===== src/common/rcs_pkg.sv =====
// constants for the remote control source select block
// Behaviour
// RQ1 - source switching only acts in remote operation; local ignores selection
// RQ2 - sequencing source code: 0 terminals or link, 1 terminals only, 2 link only
// RQ3 - reference source code: 0 terminals or link, 1 terminals only, 2 link only
// RQ4 - 16-bit command word written by link, resets to zero, drives link sequencing
// RQ5 - read-only flag set while sequencing comes from link in remote
// RQ6 - link sequencing flag is 0 in local or terminal sequencing
// RQ7 - read-only flag set while reference comes from link in remote
// RQ8 - link reference flag is 0 in local or terminal reference
// RQ9 - config bit, reset false, makes serial-bus reference path the active reference
// RQ10 - read-only flag true exactly when serial-bus reference path is active
// RQ11 - 16-bit status word, reset zero, shows sequencing state seen by link
// RQ12 - link select bit: false routes terminals, true routes link, within restrictions
// RQ13 - restricted source settings override the link select bit
package rcs_pkg;
  localparam int ADDR_W = 4;
  localparam int DATA_W = 16;
  localparam logic [3:0] OFF_CONTROL = 4'h0;
  localparam logic [3:0] OFF_COMMAND = 4'h1;
  localparam logic [3:0] OFF_STATUS = 4'h2;
  localparam logic [3:0] OFF_DIAG = 4'h3;
  localparam int CTL_LINK_SEL = 0;
  localparam int CTL_BUS_REF = 1;
  localparam int CTL_SEQ_LO = 2;
  localparam int CTL_REF_LO = 4;
  localparam int DIAG_SEQ = 0;
  localparam int DIAG_REF = 1;
  localparam int DIAG_BUS = 2;
  localparam int DIAG_REMOTE = 3;
  localparam logic [15:0] CONTROL_RST = 16'h0000;
  localparam logic [15:0] COMMAND_RST = 16'h0000;
  localparam logic [15:0] STATUS_RST = 16'h0000;
  typedef enum logic [1:0] {
    SRC_EITHER = 2'h0,
    SRC_TERM_ONLY = 2'h1,
    SRC_LINK_ONLY = 2'h2
  } rcs_src_t;
endpackage


===== src/rcs_top.sv =====
// remote control source select: register port, routing and diagnostics
//
// The register offsets and the strobed register port are this design's own decisions.
`timescale 1ns/1ps
module rcs_top (
  // clock and reset
  input wire logic mclk,
  input wire logic reset,
  // register port
  input wire logic [rcs_pkg::ADDR_W-1:0] regAddr,
  input wire logic [rcs_pkg::DATA_W-1:0] regWrData,
  input wire logic regWr,
  input wire logic regRd,
  output logic [rcs_pkg::DATA_W-1:0] regRdData,
  // drive side inputs (pins)
  input wire logic remoteMode,
  input wire logic [rcs_pkg::DATA_W-1:0] termSeqWord,
  input wire logic [rcs_pkg::DATA_W-1:0] driveStatus,
  // routed results
  output logic [rcs_pkg::DATA_W-1:0] seqCommand,
  output logic seqFromLink,
  output logic refFromLink,
  output logic refFromBus
);
  import rcs_pkg::*;

  logic [15:0] control_q;
  logic [15:0] command_q;
  logic [15:0] status_q;
  logic [DATA_W-1:0] regRdData_d;
  logic [15:0] pinsIn;
  logic [15:0] termSync;
  logic [15:0] statSync;
  logic remoteSync;

  rcs_sync #(.W(33)) u_sync (
    .mclk(mclk),
    .reset(reset),
    .din({remoteMode, termSeqWord, driveStatus}),
    .dout({remoteSync, termSync, statSync})
  );

  // decide whether a source setting resolves to the link
  function automatic logic useLink(input logic [1:0] mode, input logic sel);
    unique case (mode)
      SRC_TERM_ONLY: useLink = 1'b0;
      SRC_LINK_ONLY: useLink = 1'b1;
      default: useLink = sel;
    endcase
  endfunction

  wire linkSel = control_q[CTL_LINK_SEL];
  wire busRef = control_q[CTL_BUS_REF];
  wire [1:0] seqMode = control_q[CTL_SEQ_LO +: 2];
  wire [1:0] refMode = control_q[CTL_REF_LO +: 2];
  // link routing only in remote operation
  wire seqLink_d = remoteSync & useLink(seqMode, linkSel); // RQ1 RQ2 RQ12 RQ13 RQ5 RQ6
  wire refLink_d = remoteSync & useLink(refMode, linkSel); // RQ1 RQ3 RQ12 RQ13 RQ7 RQ8
  wire busRef_d = busRef; // RQ9 RQ10
  wire [15:0] seqCmd_d = seqLink_d ? command_q : termSync; // RQ4
  wire wrControl = regWr && regAddr == OFF_CONTROL;
  wire wrCommand = regWr && regAddr == OFF_COMMAND;
  wire [15:0] diagWord = {12'h000, remoteSync, refFromBus, refFromLink, seqFromLink};
  assign pinsIn = diagWord;

  always_comb begin
    regRdData_d = 16'h0000;
    unique case (regAddr)
      OFF_CONTROL: regRdData_d = control_q;
      OFF_COMMAND: regRdData_d = command_q;
      OFF_STATUS: regRdData_d = status_q; // RQ11
      OFF_DIAG: regRdData_d = pinsIn;
      default: regRdData_d = 16'h0000;
    endcase
  end

  always_ff @(posedge mclk) begin
    if (reset) begin
      control_q <= CONTROL_RST;
      command_q <= COMMAND_RST; // RQ4
      status_q <= STATUS_RST; // RQ11
    end else begin
      // only legal mode codes and defined fields are stored
      if (wrControl) begin
        control_q <= {10'h000,
          (regWrData[CTL_REF_LO +: 2] == 2'h3) ? 2'h0 : regWrData[CTL_REF_LO +: 2],
          (regWrData[CTL_SEQ_LO +: 2] == 2'h3) ? 2'h0 : regWrData[CTL_SEQ_LO +: 2],
          regWrData[1:0]};
      end
      if (wrCommand) begin
        command_q <= regWrData; // RQ4
      end
      status_q <= statSync; // RQ11
    end
  end

  always_ff @(posedge mclk) begin
    if (reset) begin
      regRdData <= 16'h0000;
      seqCommand <= 16'h0000;
      seqFromLink <= 1'b0;
      refFromLink <= 1'b0;
      refFromBus <= 1'b0;
    end else begin
      regRdData <= regRd ? regRdData_d : 16'h0000;
      seqCommand <= seqCmd_d;
      seqFromLink <= seqLink_d; // RQ5 RQ6
      refFromLink <= refLink_d; // RQ7 RQ8
      refFromBus <= busRef_d; // RQ10
    end
  end

  a_local_noseq: assert property (@(posedge mclk) disable iff (reset) // RQ6
    !$past(remoteSync) |-> !seqFromLink) else $error("seq flag in local");
  a_local_noref: assert property (@(posedge mclk) disable iff (reset) // RQ8
    !$past(remoteSync) |-> !refFromLink) else $error("ref flag in local");
  a_seq_termonly: assert property (@(posedge mclk) disable iff (reset) // RQ2
    $past(seqMode) == 2'h1 |-> !seqFromLink) else $error("term-only seq on link");
  a_seq_linkonly: assert property (@(posedge mclk) disable iff (reset) // RQ13
    ($past(seqMode) == 2'h2 && $past(remoteSync)) |-> seqFromLink)
    else $error("link-only seq missed");
  a_ref_linkonly: assert property (@(posedge mclk) disable iff (reset) // RQ3
    ($past(refMode) == 2'h2 && $past(remoteSync)) |-> refFromLink)
    else $error("link-only ref missed");
  a_ref_termonly: assert property (@(posedge mclk) disable iff (reset) // RQ3
    $past(refMode) == 2'h1 |-> !refFromLink) else $error("term-only ref on link");
  a_sel_either: assert property (@(posedge mclk) disable iff (reset) // RQ12
    ($past(seqMode) == 2'h0 && $past(remoteSync)) |-> seqFromLink == $past(linkSel))
    else $error("select bit ignored");
  a_ref_either: assert property (@(posedge mclk) disable iff (reset) // RQ12
    ($past(refMode) == 2'h0 && $past(remoteSync)) |-> refFromLink == $past(linkSel))
    else $error("select bit ignored for ref");
  a_cmd_route: assert property (@(posedge mclk) disable iff (reset) // RQ4
    seqFromLink |-> seqCommand == $past(command_q)) else $error("command not routed");
  a_term_route: assert property (@(posedge mclk) disable iff (reset) // RQ12
    !seqFromLink |-> seqCommand == $past(termSync)) else $error("terminal word not routed");
  a_cmd_store: assert property (@(posedge mclk) disable iff (reset) // RQ4
    wrCommand |=> command_q == $past(regWrData)) else $error("command not stored");
  a_mode_clean: assert property (@(posedge mclk) disable iff (reset) // RQ2 RQ3
    seqMode != 2'h3 && refMode != 2'h3) else $error("illegal mode code stored");
  a_bus_flag: assert property (@(posedge mclk) disable iff (reset) // RQ10
    refFromBus == $past(busRef)) else $error("bus ref flag wrong");
  a_status_path: assert property (@(posedge mclk) disable iff (reset) // RQ11
    ##1 status_q == $past(statSync)) else $error("status not tracking");
endmodule


===== src/rcs_sync.sv =====
// two-flop synchroniser for pin inputs
`timescale 1ns/1ps
module rcs_sync #(
  parameter int W = 1
) (
  input wire logic mclk,
  input wire logic reset,
  input wire logic [W-1:0] din,
  output logic [W-1:0] dout
);
  logic [W-1:0] meta_q;
  always_ff @(posedge mclk) begin
    if (reset) begin
      meta_q <= '0;
      dout <= '0;
    end else begin
      meta_q <= din;
      dout <= meta_q;
    end
  end
endmodule


===== config.mk =====
export PLATFORM = sky130hd
export DESIGN_NAME = rcs_top
export DESIGN_NICKNAME = d
export VERILOG_FILES = /design/src/common/rcs_pkg.sv /design/src/rcs_top.sv /design/src/rcs_sync.sv
export SDC_FILE = /design/constraint.sdc
export NUM_CORES = 1
export LEC_CHECK = 0
export BUFFER_PORTS_ARGS = -buffer_cell sky130_fd_sc_hd__clkbuf_2
export CAP_MARGIN = 20
export CORE_ASPECT_RATIO = 1.4
export CORE_MARGIN = 1.5
export CORE_UTILIZATION = 45
export DETAILED_ROUTE_END_ITERATION = 7
export PLACE_DENSITY = 0.76
export SYNTH_ARGS = -nofsm -noshare
export SYNTH_HDL_FRONTEND = slang
export SYNTH_SLANG_ARGS = --single-unit

===== constraint.sdc =====
create_clock -name mclk -period 3.7 [get_ports mclk]
set_clock_uncertainty 0.1 [all_clocks]
set_input_delay 0.74 -clock mclk [delete_from_list [all_inputs] [get_ports mclk]]
set_output_delay 0.74 -clock mclk [all_outputs]
set_load 0.03 [all_outputs]

==> summary.md <==
| Metric | Value |
|---|---|
| DR vias | 3,287 |
| Clk root buf | clkbuf_16 |
| H-tree depth | 4 |
| Final antenna-violating net count | 0 |
| Detailed Routing Iterations Pass 1 | 4 |
| PortBufs | slightly above 90 |
| Largest net degree at the start of global routing | 60 |
| Sw frac | approximately a fifth |
| Post-Route WL | about 9400 µm |
| YS warnings | 0 |
| Area growth from synthesis to layout | 25.7% |
| Synth Flop Type | dfxtp_1 |
| Final net count | 573 |
| Worst-Margin Slew | 1100 ps |
| Max cap viols | 0 |
| R2r endpoint | seqFromLink$_SDFF_PP0_ |
| Setup crit start | regAddr[0] |
| CTS Sinks | around 140 |
| Via density | a little under 5 |
| Iter 0 DRT Violations | 140 |
| # resized after CTS | 0 |
| Max Fclk | 487 MHz |
| Tcrit/Tclk final | a little under three fifths |
| Max clock buf depth | 2 |
| Final count of hold timing violations | 0 |
| Die Y | 121 µm |
| Reg power frac | between 40% and 50% |
| Mapped Nets | slightly below 500 |
| CP max FO | 16 |
| Post-synth EDFFs | 0 |
| Fin area | 5660 µm² |
| CP bufs+invs | 1 |
| Share of layout cells above drive strength 1 | roughly 25% |
| CP required | just under 4000 ps |
| RSZ-0062 raised after global routing | false |
| Cell chain of the critical path | clkbuf_2 -> nor2b_1 -> nand3_1 -> a21oi_1 |
| Antenna diode count | 0 |
| Psw | between 0.0006 and 0.0007 W |
| Post-synth top area cell | dfxtp_1 |
| Cells after Synth | 430 |
| Worst-skew pair later-pin latency | roughly 410 ps |
| FF-to-FF path depth | 4 |
| Final Worst Setup Slack | roughly 1600 ps |
| Pre-CTS setup slack | approximately 1200 ps |
| Mux share of post-synthesis cell area | ~2.2% |
| Hold Crit Class | register to register |
| CP top delay family | simple AND/OR/NAND/NOR gates |
| Num CTS Buffers | 17 |
| Slowest-stage cell, CP | nor2b_1 |
| Largest family of logic cells by synthesized area | simple AND/OR/NAND/NOR gates |
| Post-synth ARST share | 0% |
| Logic pwr share | under 10% |
| Post-cts hold buffer count | 0 |
| Clock power share | 51.5% |
| Count of different cell masters after synthesis | 33 |
| Ranking of synthesized cells by area | dfxtp_1, nor2b_1, a21oi_1 |
| Sequential-to-total area share from yosys stat | around 62% |
| Syn_area_per_cell | around 10 µm² |
| Row count | 43 |
| Initial antenna violation count | 0 |
| Fillers | 835 |
| Std-Cell Core Area | roughly 10000 µm² |
| Mapped Area | ~4500 µm² |
| Setup CP Type | primary input to register |
| Setup crit end kind | register |
| Die width | just under 90 µm |
| Routability cong. | 0.843 |
| Critical Path AT | about 2300 ps |
| #FFs+latches synth | between 100 and 150 |
| Max transition margin | roughly a quarter |
| XOR/XNOR Fraction of Synth Area | 0% |
| Leakage | ~2.2 nW |
| All-Layer GR Usage | about a fifth |
| Area of the die | between 10,000 and 15,000 µm² |
| # DRC | 0 |
| Worst setup SP type | primary input |
| Starting Density | a little under half |
| Crit path time final | just over 2000 ps |
| # setup viols final | 0 |
| Max VDD drop | around 0.38 mV |
| Simple-gate share of the synthesized area | between 20% and 30% |
| Most common cell in the netlist | dfxtp_1 |
| Setup TNS | 0 ps |
| Adder-cell area share of the yosys netlist | less than 1% |
| R2R Setup Slk | approximately 1700 ps |
| Critical Path Max Stage Delay | ~910 ps |
| Synth top area share | roughly three fifths |
| Cell depth of the worst setup path | 4 |
| I/O pins | between 90 and 100 |
| Internal cell power | between 0.002 and 0.003 W |
| Worst r2r src | control_q[2]$_SDFFE_PP0P_ |
| Slew Limit Fails | 0 |
| CTS clk-pin slew, worst paths | approximately 60 ps |
| Commonest cells post-synth | dfxtp_1, nor2b_1, a21oi_1 |
| Vias in the first global route | ~3,100 |
| Status | complete, no violations |
| Post-detail-place hpwl | approximately 6400 µm |
| Global route total overflow | 0 |
| DP Area | 5020 µm² |
| Setup crit end | command_q[4]$_SDFFE_PP0P_ |
| Wire per inst | between 10 and 15 µm |
| Compound-Gate Fraction of Synth Area | a little under an eighth |
| Setup Fix Bufs, Post-CTS | 0 |
| First-pass GRT wire length | 14,500 µm |
| CTS tree | built |
| PD cells | 619 nW/µm² |
sequential cells by signal, indices dropped and copies added (netlist names):
register and flops:
command_q 16, control_q 6, refFromBus 1, refFromLink 1
regRdData 16, seqCommand 16, seqFromLink 1, status_q 16
u_sync.dout 33, u_sync.meta_q 33
how the worst min path moves through the flow:
stage / slack (ps) / to / cells after the start / startpoint
CTS: 330 / u_sync.dout[24]$_SDFF_PP0_ / 1 / u_sync.meta_q[24]$_SDFF_PP0_
finish: 330 / u_sync.dout[24]$_SDFF_PP0_ / 1 / u_sync.meta_q[24]$_SDFF_PP0_
global route: 340 / u_sync.dout[25]$_SDFF_PP0_ / 1 / u_sync.meta_q[25]$_SDFF_PP0_
global placement: 320 / u_sync.dout[13]$_SDFF_PP0_ / 1 / u_sync.meta_q[13]$_SDFF_PP0_
detailed placement: 320 / u_sync.dout[26]$_SDFF_PP0_ / 1 / u_sync.meta_q[26]$_SDFF_PP0_
floorplan: 310 / status_q[0]$_SDFF_PP0_ / 1 / u_sync.dout[0]$_SDFF_PP0_
metrics by stage:
stage	std cells	hold slack, ps	utilization [%]	total power, W
final	661	329	57.5	0.00350
after CTS	661	334	57.5	0.00353
after detailed placement	630	322	51.0	0.00173
after floorplan	430	314	-	0.00168
after global placement	630	317	51.0	0.00173
after global routing	661	340	57.5	0.00361
routing by layer:
metal  track usage (%)  share of wire [%]  up-vias
met5                 0                  0        -
met4              11.0                2.9        0
met3              6.33                5.5       23
met2              32.3                 55       98
met1              19.3                 37     1538
li1                  -                  -     1628
power groups by stage:
stage / sequential [W] / clock (W) / combinational [W]
floorplan: 0.00159 / 0 / 0.0000830
global placement: 0.00159 / 0 / 0.000140
detailed placement: 0.00159 / 0 / 0.000142
CTS: 0.00156 / 0.00183 / 0.000143
global route: 0.00156 / 0.00189 / 0.000157
finish: 0.00156 / 0.00180 / 0.000143
worst reg2reg max path: stages, from the launching register on:
cell and delay, ps:
dfxtp_1 360, inv_1 60, ha_1 320, mux2i_2 810
nor3_1 200
cell type report:
| type | instances | area, µm² | share of cell area, % |
|---|---|---|---|
| clock inverter | 12 | 196 | 3.47 |
| sequential | 139 | 2780 | 49.2 |
| timing repair buffer | 94 | 480 | 8.49 |
| multi-input combinational | 259 | 1580 | 27.9 |
| clock buffer | 19 | 443 | 7.83 |
| inverter | 3 | 11.3 | 0.199 |
| tap | 135 | 169 | 2.98 |
cell families (layout without fill, tap and decap cells):
kind of cell,count (synthesis),count (layout)
mux,9,9
compound gates,96,96
simple gates,152,152
buf+inv,32,128
flops,139,139
fa+ha+maj,2,2
placed cells by master, fill, tap and decap left out, types with 4 or more instances in the layout:
cell type	n
dfxtp_1	139
clkbuf_2	90
nor2b_1	84
a21oi_1	43
o21ai_1	38
nand3_1	34
clkbuf_16	17
nor2_1	13
a22oi_1	10
nand2_1	5
bufinv_16	5
a32oi_1	4
nand4b_1	4
buf_4	4
No activity file was read; power rests on OpenSTA's default activity.
